[config.mk]
export PLATFORM = sky130hd
export DESIGN_NAME = dcbuf_ctrl
export DESIGN_NICKNAME = d
export VERILOG_FILES = /design/src/include/dcbuf_pkg.sv /design/src/dcbuf_sync.sv /design/src/dcbuf_ctrl.sv
export SDC_FILE = /design/constraint.sdc
export NUM_CORES = 1
export LEC_CHECK = 0
export BUFFER_PORTS_ARGS = -buffer_cell sky130_fd_sc_hd__clkbuf_2
export CORE_AREA = 2 2 89 91
export CTS_BUF_LIST = sky130_fd_sc_hd__clkbuf_16
export DETAILED_ROUTE_END_ITERATION = 8
export DIE_AREA = 0 0 91 93
export PLACE_DENSITY = 0.82
export SLEW_MARGIN = 20
export SYNTH_ARGS = -nofsm -noshare
export SYNTH_HDL_FRONTEND = slang
export SYNTH_SLANG_ARGS = --single-unit
export TNS_END_PERCENT = 20
[constraint.sdc]
create_clock -name pclk -period 2.9 [get_ports pclk]
set_input_delay 0.29 -clock pclk [delete_from_list [all_inputs] [get_ports pclk]]
set_output_delay 0.29 -clock pclk [all_outputs]
set_load 0.005 [all_outputs]
[src/include/dcbuf_pkg.sv]
/*
 * Shared constants of the differential clock buffer control block:
 * register offsets, field positions, reset values, timing counts, states.
 * Assumes a 100 MHz pclk.
 */
`default_nettype none
package dcbuf_pkg;
   // ------------------------------------------------------------
   // timing
   // ------------------------------------------------------------
   localparam int CLK_PERIOD_NS = 10;
   localparam int STOP_RESUME_NS = 15;
   localparam int WAKE_RESUME_US = 300;
   localparam int LOCK_TIME_US = 100;
   localparam int STOP_RESUME_CYC = (STOP_RESUME_NS / CLK_PERIOD_NS < 1) ? 1 : STOP_RESUME_NS / CLK_PERIOD_NS;
   localparam int WAKE_RESUME_CYC = WAKE_RESUME_US * 1000 / CLK_PERIOD_NS;
   localparam int LOCK_CYC = LOCK_TIME_US * 1000 / CLK_PERIOD_NS;
   localparam int NUM_PAIRS = 8;
   localparam int CNT_W = 16;
   // ------------------------------------------------------------
   // registers
   // ------------------------------------------------------------
   localparam logic [11:0] CTRL_OFS = 12'h000;
   localparam logic [11:0] STATUS_OFS = 12'h004;
   localparam int CTRL_HALF_BIT = 0;
   localparam int CTRL_ZERO_DELAY_BIT = 1;
   localparam int CTRL_BW_BIT = 2;
   localparam int CTRL_OE_LSB = 8;
   localparam logic [31:0] CTRL_RESET = 32'h0000FF01;
   localparam int STAT_LOCK_BIT = 0;
   localparam int STAT_POL_BIT = 1;
   localparam int STAT_STATE_LSB = 2;
   localparam int STAT_STOP_BIT = 5;
   localparam int STAT_OE_LSB = 8;
   // ------------------------------------------------------------
   // power state
   // ------------------------------------------------------------
   typedef enum logic [2:0] {
      ST_DOWN = 3'h1,
      ST_WAKE = 3'h2,
      ST_RUN = 3'h4
   } dcbuf_state_type;
endpackage
`default_nettype wire

[src/dcbuf_sync.sv]
/*
 * Two-flop synchroniser for a group of independent pin levels.
 * Assumes each bit is a slow level; no bus coherency across bits.
 */
`default_nettype none
module dcbuf_sync #(
   parameter int W = 1
) (
   input wire logic clk,
   input wire logic rst_n,
   input wire logic [W-1:0] d,
   output logic [W-1:0] q
);
   logic [W-1:0] meta_ff;
   logic [W-1:0] q_ff;

   always_ff @(posedge clk or negedge rst_n) begin
      if (!rst_n) begin
         meta_ff <= '0;
         q_ff <= '0;
      end else begin
         meta_ff <= d;
         q_ff <= meta_ff;
      end
   end

   assign q = q_ff;
endmodule // dcbuf_sync

[src/dcbuf_ctrl.sv]
/*
 * Output control of an eight-pair differential clock buffer, with an APB
 * register slave for frequency, mode, bandwidth and per-pair enables.
 * Assumes pins are asynchronous levels and the reference clock is well
 * below pclk/2 so that it can be sampled.
 */
// The implementer's own choices: the APB interface to the registers and the placing of the registers.
`default_nettype none
module dcbuf_ctrl
   import dcbuf_pkg::*;
#(
   parameter int POWER_WAKE_CYC = WAKE_RESUME_CYC,
   parameter int PLL_LOCK_CYC = LOCK_CYC
) (
   input wire logic pclk,
   input wire logic presetn,
   input wire logic psel,
   input wire logic penable,
   input wire logic pwrite,
   input wire logic [11:0] paddr,
   input wire logic [31:0] pwdata,
   output logic [31:0] prdata,
   output logic pready,
   output logic pslverr,
   input wire logic ref_clock_in_true,
   input wire logic ref_clock_in_comp,
   input wire logic enable_polarity_select,
   input wire logic power_down_n,
   input wire logic output_stop_n,
   output logic [NUM_PAIRS-1:0] diff_out_true,
   output logic [NUM_PAIRS-1:0] diff_out_comp,
   output logic [NUM_PAIRS-1:0] diff_out_oe,
   output logic lock_out,
   output logic zero_delay_active,
   output logic loop_bw_low
);
   // ------------------------------------------------------------
   // pin synchronisers
   // ------------------------------------------------------------
   logic [4:0] pins_s;
   logic ref_t_s;
   logic ref_c_s;
   logic pol_s;
   logic pwr_s;
   logic stop_s;

   dcbuf_sync #(.W(5)) u_sync (
      .clk(pclk),
      .rst_n(presetn),
      .d({ref_clock_in_true, ref_clock_in_comp, enable_polarity_select, power_down_n, output_stop_n}),
      .q(pins_s)
   );

   assign {ref_t_s, ref_c_s, pol_s, pwr_s, stop_s} = pins_s;

   // pin level to "asserted" under a given polarity
   function automatic logic asserted_low(input logic pol, input logic lvl);
      asserted_low = pol ? lvl : ~lvl;
   endfunction

   // ------------------------------------------------------------
   // registers and state
   // ------------------------------------------------------------
   logic [31:0] ctrl_ff;
   logic pol_ff;
   dcbuf_state_type st_ff;
   dcbuf_state_type nxt_st;
   logic [CNT_W-1:0] wake_cnt_ff;
   logic [CNT_W-1:0] lock_cnt_ff;
   logic ref_d_ff;
   logic clk_q_ff;
   logic [NUM_PAIRS-1:0] oe_ff;
   logic [NUM_PAIRS-1:0] true_ff;
   logic [NUM_PAIRS-1:0] comp_ff;
   logic lock_ff;
   logic zero_delay_ff;
   logic bw_low_ff;
   logic [31:0] prdata_ff;
   logic pready_ff;
   logic pslverr_ff;
   logic [1:0] mode_d_ff;

   logic ref_s;
   logic pwr_live;
   logic pwr_act;
   logic stop_act;
   logic half_n;
   logic [NUM_PAIRS-1:0] en_vec;
   logic apb_done;
   logic hit_ctrl;
   logic hit_stat;

   assign ref_s = ref_t_s & ~ref_c_s;
   assign pwr_live = asserted_low(pol_s, pwr_s);
   assign pwr_act = asserted_low(pol_ff, pwr_s);
   assign stop_act = asserted_low(pol_ff, stop_s);
   assign half_n = ctrl_ff[CTRL_HALF_BIT];

   // ------------------------------------------------------------
   // power state machine
   // ------------------------------------------------------------
   always_comb begin
      nxt_st = st_ff;
      case (st_ff)
         ST_DOWN: begin
            if (!pwr_live) begin
               nxt_st = ST_WAKE;
            end
         end
         // two sync edges, entry edge and output flop must fit the resume bound
         ST_WAKE: begin
            if (pwr_act) begin
               nxt_st = ST_DOWN;
            end else if (wake_cnt_ff >= CNT_W'(POWER_WAKE_CYC - 5)) begin
               nxt_st = ST_RUN;
            end
         end
         ST_RUN: begin
            if (pwr_act) begin
               nxt_st = ST_DOWN;
            end
         end
         default: begin
            nxt_st = ST_DOWN;
         end
      endcase
   end

   always_ff @(posedge pclk or negedge presetn) begin
      if (!presetn) begin
         st_ff <= ST_DOWN;
      end else begin
         st_ff <= nxt_st;
      end
   end

   // polarity latched on leaving power-down only
   always_ff @(posedge pclk or negedge presetn) begin
      if (!presetn) begin
         pol_ff <= 1'b0;
      end else if (st_ff == ST_DOWN && !pwr_live) begin
         pol_ff <= pol_s;
      end
   end

   always_ff @(posedge pclk or negedge presetn) begin
      if (!presetn) begin
         wake_cnt_ff <= '0;
      end else if (st_ff != ST_WAKE) begin
         wake_cnt_ff <= '0;
      end else begin
         wake_cnt_ff <= wake_cnt_ff + 1'b1;
      end
   end

   // ------------------------------------------------------------
   // loop model: lock after settle time in zero-delay mode
   // ------------------------------------------------------------
   always_ff @(posedge pclk or negedge presetn) begin
      if (!presetn) begin
         mode_d_ff <= 2'h0;
         lock_cnt_ff <= '0;
         lock_ff <= 1'b0;
      end else begin
         mode_d_ff <= {ctrl_ff[CTRL_BW_BIT], ctrl_ff[CTRL_ZERO_DELAY_BIT]};
         if (st_ff == ST_DOWN || !ctrl_ff[CTRL_ZERO_DELAY_BIT] ||
             mode_d_ff != {ctrl_ff[CTRL_BW_BIT], ctrl_ff[CTRL_ZERO_DELAY_BIT]}) begin
            lock_cnt_ff <= '0;
            lock_ff <= 1'b0;
         end else if (lock_cnt_ff >= CNT_W'(PLL_LOCK_CYC - 1)) begin
            lock_ff <= 1'b1;
         end else begin
            lock_cnt_ff <= lock_cnt_ff + 1'b1;
         end
      end
   end

   always_ff @(posedge pclk or negedge presetn) begin
      if (!presetn) begin
         zero_delay_ff <= 1'b0;
         bw_low_ff <= 1'b0;
      end else begin
         zero_delay_ff <= ctrl_ff[CTRL_ZERO_DELAY_BIT];
         bw_low_ff <= ctrl_ff[CTRL_BW_BIT];
      end
   end

   // ------------------------------------------------------------
   // output clock and pair drivers
   // ------------------------------------------------------------
   always_ff @(posedge pclk or negedge presetn) begin
      if (!presetn) begin
         ref_d_ff <= 1'b0;
         clk_q_ff <= 1'b0;
      end else begin
         ref_d_ff <= ref_s;
         if (st_ff == ST_DOWN) begin
            clk_q_ff <= 1'b0;
         end else if (half_n) begin
            clk_q_ff <= ref_s;
         end else if (ref_s && !ref_d_ff) begin
            clk_q_ff <= ~clk_q_ff;
         end
      end
   end

   genvar gi;
   generate
      for (gi = 0; gi < NUM_PAIRS; gi++) begin : g_pair
         assign en_vec[gi] = pol_ff ? ~ctrl_ff[CTRL_OE_LSB + gi] : ctrl_ff[CTRL_OE_LSB + gi];
         always_ff @(posedge pclk or negedge presetn) begin
            if (!presetn) begin
               oe_ff[gi] <= 1'b0;
               true_ff[gi] <= 1'b0;
               comp_ff[gi] <= 1'b1;
            end else begin
               oe_ff[gi] <= (st_ff == ST_RUN) && !stop_act && en_vec[gi];
               true_ff[gi] <= clk_q_ff;
               comp_ff[gi] <= ~clk_q_ff;
            end
         end
      end
   endgenerate

   // ------------------------------------------------------------
   // apb slave, one wait state
   // ------------------------------------------------------------
   assign apb_done = psel && penable && pready_ff;
   assign hit_ctrl = paddr == CTRL_OFS;
   assign hit_stat = paddr == STATUS_OFS;

   always_ff @(posedge pclk or negedge presetn) begin
      if (!presetn) begin
         pready_ff <= 1'b0;
         pslverr_ff <= 1'b0;
         prdata_ff <= 32'h00000000;
      end else begin
         pready_ff <= psel && penable && !pready_ff;
         pslverr_ff <= psel && penable && !pready_ff && !hit_ctrl && !hit_stat;
         prdata_ff <= 32'h00000000;
         if (psel && penable && !pready_ff && !pwrite) begin
            if (hit_ctrl) begin
               prdata_ff <= ctrl_ff;
            end else if (hit_stat) begin
               prdata_ff[STAT_LOCK_BIT] <= lock_ff;
               prdata_ff[STAT_POL_BIT] <= pol_ff;
               prdata_ff[STAT_STATE_LSB +: 3] <= st_ff;
               prdata_ff[STAT_STOP_BIT] <= stop_act;
               prdata_ff[STAT_OE_LSB +: NUM_PAIRS] <= oe_ff;
            end
         end
      end
   end

   always_ff @(posedge pclk or negedge presetn) begin
      if (!presetn) begin
         ctrl_ff <= CTRL_RESET;
      end else if (apb_done && pwrite && hit_ctrl) begin
         ctrl_ff <= pwdata & 32'h0000FF07;
      end
   end

   assign prdata = prdata_ff;
   assign pready = pready_ff;
   assign pslverr = pslverr_ff;
   assign diff_out_true = true_ff;
   assign diff_out_comp = comp_ff;
   assign diff_out_oe = oe_ff;
   assign lock_out = lock_ff;
   assign zero_delay_active = zero_delay_ff;
   assign loop_bw_low = bw_low_ff;
endmodule // dcbuf_ctrl
`default_nettype wire

Word level (Yosys, flattened, before mapping)
Index checks and enable logic that the tools add are counted.
Widths: inputs -> output; s select.
Word-level totals
  logic and storage cells: 115
  bits of input ports: 54
  bits in registers: 108
  output and inout bits: 61
Operators by class
  muxes and demuxes: 29
  $lt $le $gt $ge: 2
  add/sub/neg operators: 2
  bitwise operators: 13
  eq/ne operators: 10
  reduce and logical (&&, ||, !) cells: 33
Operators with widths (number)
  $mux 16: 4
  $add 16x1->16 const B: 2
  $logic_and 1x1->1: 19
  $ge 16x14->1 const B: 1
  $ge 16x15->1 const B: 1
  $mux 1: 16
  $mux 8: 2
  $eq 12x3->1 const B: 1
  $logic_not 12->1: 1
  $mux 3: 4
  $mux 6: 2
  $not 1->1: 12
  $pmux 3 s3: 1
  $logic_not 1->1: 8
  $ne 2x2->1 const B: 3
  $eq 3x1->1 const B: 1
  $eq 3x2->1 const B: 1
  $eq 3x3->1 const B: 1
  $ne 3x2->1 const B: 1
  $ne 3x3->1 const B: 1
  $reduce_and 3->1: 1
  $reduce_bool 3->1: 1
  $logic_or 1x1->1: 2
  $ne 2x2->1: 1
  2 further kinds: 2

Depth between registers and ports, before layout
  word-level depth: 6
  mapped depth: 6
  depth with buffers taken out: 5

Modules after synthesis
A second synthesis with hierarchy kept.
Second synthesis, totals
  cell total of the unflattened synthesis: 355
  area total of the unflattened synthesis: 4028.9 sq um
Modules (own cells, without submodules)
  dcbuf_ctrl: cells each 345, times used 1, area each 3778.6 sq um, sequential area each 1965.6 sq um
  dcbuf_sync: cells each 10, times used 1, area each 250.2 sq um, sequential area each 250.2 sq um

Least setup slack after synthesis
Ideal clock, no wire load.
  kind: input-to-reg
  start: in paddr[9]
  end: reg ctrl_ff[1]
  path slack: 1.159 ns
  library setup time: 0.125 ns
  buffers on the path: 1
  required time: 2.775 ns
  arrival: 1.616 ns
  stages on the path: 5
  cells stage by stage: nor4_1 nand3_1 nor4_1 buf_2 mux2_2
On the way
  longest elaborated chain between the ends: 2
Ends and longest elaborated chain
  start, declared: RTL line dcbuf_ctrl.sv:20  | input wire logic [11:0] paddr,
  $logic_not 12->1: RTL line dcbuf_ctrl.sv:229  | assign hit_ctrl = paddr == CTRL_OFS;
  $logic_and 1x1->1: RTL line dcbuf_ctrl.sv:258  | end else if (apb_done && pwrite && hit_ctrl) begin
  end signal, assigned: RTL line dcbuf_ctrl.sv:259  | ctrl_ff <= pwdata & 32'h0000FF07;
  end, declared: RTL line dcbuf_ctrl.sv:64  | logic [31:0] ctrl_ff;
Every way passes these cells.
A chain may end at the register's enable or synchronous reset.

Worst setup path after layout
  start: reg lock_cnt_ff[12]
  end: reg lock_cnt_ff[11]
On the way
  longest elaborated chain between the ends: 2
Ends and longest elaborated chain
  start, declared: RTL line dcbuf_ctrl.sv:69  | logic [CNT_W-1:0] lock_cnt_ff;
  start signal, assigned: RTL line dcbuf_ctrl.sv:173  | lock_cnt_ff <= lock_cnt_ff + 1'b1;
  $ge 16x14->1: RTL line dcbuf_ctrl.sv:170  | end else if (lock_cnt_ff >= CNT_W'(PLL_LOCK_CYC - 1)) begin
  $ne 2x2->1 (no source line)
Every way passes these cells.

==> impl_metrics.tcl <==
set metrics [dict create \
    dpl.hpwl_mm 5.24 \
    numCtsBuffers 9 \
    hold_viol_final 4 \
    syn_area_per_cell_um2 11.3 \
    path_delay_family "simple AND/OR/NAND/NOR gates" \
    ys.flop_type "dfrtp_1" \
    cp_slowest_cell "a211oi_2" \
    synthCells 356 \
    ys_types 51 \
    total_power_uw 2960 \
    finalNetCount 474 \
    worstPathArrival_ps 2270 \
    max_cap_violations 0 \
    track_usage_pct 19.0 \
    cts_hold_buffers 0 \
    violations "negative hold slack" \
    core_um2 7530 \
    dieArea_um2 8460 \
    whs_ps -10.9 \
    n_antenna_cell 0 \
    cp-endpoint "lock_cnt_ff[11]$_DFFE_PN0P_" \
    ys_ff_latch 88 \
    critical_path_required_ps 3100 \
    post_drt_via_cell_ratio 5.36 \
    initial_core_util_pct 53.2 \
    fin_util_pct 61.6 \
    critPathMaxFanout 14 \
    die_w_um 91 \
    r2r_setup_slack_ps 830 \
    synth_enable_flop_cells 0 \
    cts.clk_slew.worst_paths_ps 60 \
    slew_headroom_pct 39.0 \
    grt_max_degree 89 \
    gp_congestion 0.870 \
    comb_power_share_pct 12.2 \
    worstSetupPathType "reg -> reg" \
    overflow 0 \
    r2r-end "lock_cnt_ff[11]$_DFFE_PN0P_" \
    rsz0062_at_grt "no" \
    rows 32 \
    cts_resized 0 \
    setup_viol 0 \
    worstReg2RegStart "lock_cnt_ff[12]$_DFFE_PN0P_" \
    async_reset_ff_share_pct 100 \
    status "finished with violations" \
    powerDensity_nw_per_um2 637 \
    antenna_found_initial 0 \
    htreeDepth 3 \
    finalCriticalPeriod_ps 2070 \
    dieHeight_um 93 \
    period_share_pct 71.3 \
    worstSetupEndpointType "register" \
    slew_violations 0 \
    cp-start-kind "register" \
    p_leak_uw 0.00214 \
    areaGrowthSynthToFinish_pct 15.8 \
    worstRegToRegCells 4 \
    postCtsSetupRepairBufs 0 \
    drt_iter0_drc 99 \
    pwr-share-clk_pct 41.1 \
    cts_tree "done" \
    setup_slack_ps 834 \
    syn_area_um2 4010 \
    grt_pass1_wl_mm 12.7 \
    path_buf_inv 0 \
    fin_setup_tns_ps 0 \
    worst_clock_skew_ps 5.67 \
    drc 0 \
    clockBufferDepth 2 \
    tightest_slew_ps 908 \
    switching_share_pct 25.0 \
    final_cell_area_um2 4640 \
    clock-sinks 88 \
    wl_mm 7.58 \
    grt_pass1_vias 2732 \
    drive_gt1_share_pct 30.3 \
    worstHoldPathType "in -> async" \
    post-place-ws_ps 747 \
    placed_area_um2 4320 \
    pin_count 115 \
    critPathMaxStageDelay_ps 610 \
    p_int_uw 2220 \
    worstSetupStartpoint "lock_cnt_ff[12]$_DFFE_PN0P_" \
    cts_root_buffer "clkbuf_16" \
    path_cells "or4_1, a211oi_2, nor4_1, mux2i_1" \
    synth_warnings 0 \
    seq_power_share_pct 46.7 \
    fmax_mhz 484 \
    ir_drop_v 0.000422 \
    ys_seq_area_share_pct 55.3 \
    clkLatencyLatePin_ps 340 \
    dr.pass1.iters 4 \
    p_sw_uw 740 \
    antenna_left 0 \
    crit_cells 4 \
    io_buffers 75 \
    wl_per_cell_um 14.4 \
    num_vias 2816 \
]
[synth_stat cells, types with 2 or more instances]
cell type / instances / area, um^2
nand4_1: 9 / 56.3
and2_1: 7 / 43.8
or2_2: 2 / 12.5
and4_1: 5 / 43.8
clkbuf_1: 8 / 30.0
mux2i_1: 3 / 30.0
buf_2: 3 / 15.0
a21oi_1: 15 / 75.1
xnor2_1: 15 / 131
nor3_1: 6 / 30.0
nor4_1: 9 / 56.3
ha_1: 2 / 25.0
dfrtp_1: 77 / 1930
o31ai_1: 8 / 60.1
o21ai_0: 7 / 35.0
buf_4: 33 / 248
nand3_1: 9 / 45.0
mux2_2: 11 / 124
nand2b_1: 5 / 31.3
inv_1: 7 / 26.3
or4_1: 9 / 67.6
nand2_1: 18 / 67.6
a22o_1: 11 / 96.3
or3_1: 4 / 25.0
dfstp_2: 11 / 289
a211o_1: 3 / 26.3
xor2_1: 9 / 78.8
nor2_1: 27 / 101
[per-layer routing]
metal	vias up	global-route usage [%]	part of all wire, %	wire length (um)
li1	1341	-	-	-
met1	1386	23.0	42	3160
met2	74	32.2	51	3890
met3	15	5.00	4.8	365
met4	0	8.46	2.2	169
met5	-	0	0	0
[cell usage in the layout (no fill, tap or decap), drive strengths merged, types with 3 or more instances in the layout]
cell	synthesis	layout
a211o	3	3
a21oi	15	15
a22o	11	11
and2	7	7
and4	6	6
buf	37	5
clkbuf	8	83
conb	1	18
dfrtp	77	77
dfstp	11	11
inv	7	9
mux2	11	11
mux2i	3	3
nand2	18	18
nand2b	5	5
nand3	10	10
nand4	10	10
nor2	27	27
nor3	6	6
nor4	10	10
o21ai	8	8
o31ai	8	8
or3	6	6
or4	9	9
xnor2	15	15
xor2	9	9
[worst reg2reg max path: stages, from the launching register on]
cell and delay, ps:
dfrtp_1 430, or4_1 580, a211oi_2 610, nor4_1 160, mux2i_1 160
[logic make-up (layout without fill, tap and decap cells)]
kind of cell	after synthesis	in the layout	share of synthesized area [%]
flops	88	88	55.3
simple gates	122	122	17.7
buf+inv	52	102	8.06
fa+ha+maj	2	2	0.625
xor+xnor	24	24	5.25
other cells	1	18	0.0936
compound gates	53	53	9.12
mux	14	14	3.84
[worst min path at each step]
stage | start | endpoint | slack (ps) | cells past startpoint
after global routing | power_down_n | u_sync.meta_ff[1]$_DFF_PN0_ | 50 | 1
after CTS | enable_polarity_select | u_sync.meta_ff[2]$_DFF_PN0_ | 50 | 1
final | presetn | diff_out_oe[0]$_DFF_PN0_ | -10 | 1
after floorplan | presetn | clk_q_ff$_DFFE_PN0P_ | -6 | 0
after global placement | u_sync.meta_ff[1]$_DFF_PN0_ | u_sync.q[1]$_DFF_PN0_ | 330 | 0
after detailed placement | u_sync.meta_ff[2]$_DFF_PN0_ | u_sync.q[2]$_DFF_PN0_ | 340 | 0
[through the flow]
stage	hold WS (ps)	cells
floorplan	-5.59	373
global placement	332	509
detailed placement	336	509
CTS	47.3	525
global route	45.3	525
finish	-10.9	525
[power by group through the flow]
stage               Sequential (uW)  Clock (uW)  Combinational, uW
floorplan                      1360           0                327
global placement               1400           0                344
detailed placement             1410           0                354
CTS                            1380        1250                363
global route                   1390        1300                401
finish                         1380        1210                360
[registers in the layout, summed over array words and instances (netlist names), 3 cells and up]
name and flops:
ctrl_ff 11, st_ff 3, u_sync.q 5, diff_out_oe 8, u_sync.meta_ff 5, lock_cnt_ff 16, wake_cnt_ff 16, prdata 14
[final cells by class]
type | instances | area [um^2]
Clock buffer | 9 | 225
Inverter | 7 | 26.3
Timing Repair Buffer | 79 | 412
Tap cell | 102 | 128
Multi-Input combinational cell | 233 | 1540
Fill cell | 595 | 2890
Clock inverter | 7 | 93.8
Sequential cell | 88 | 2220
Note: power is estimated with default switching activity, not from simulation.
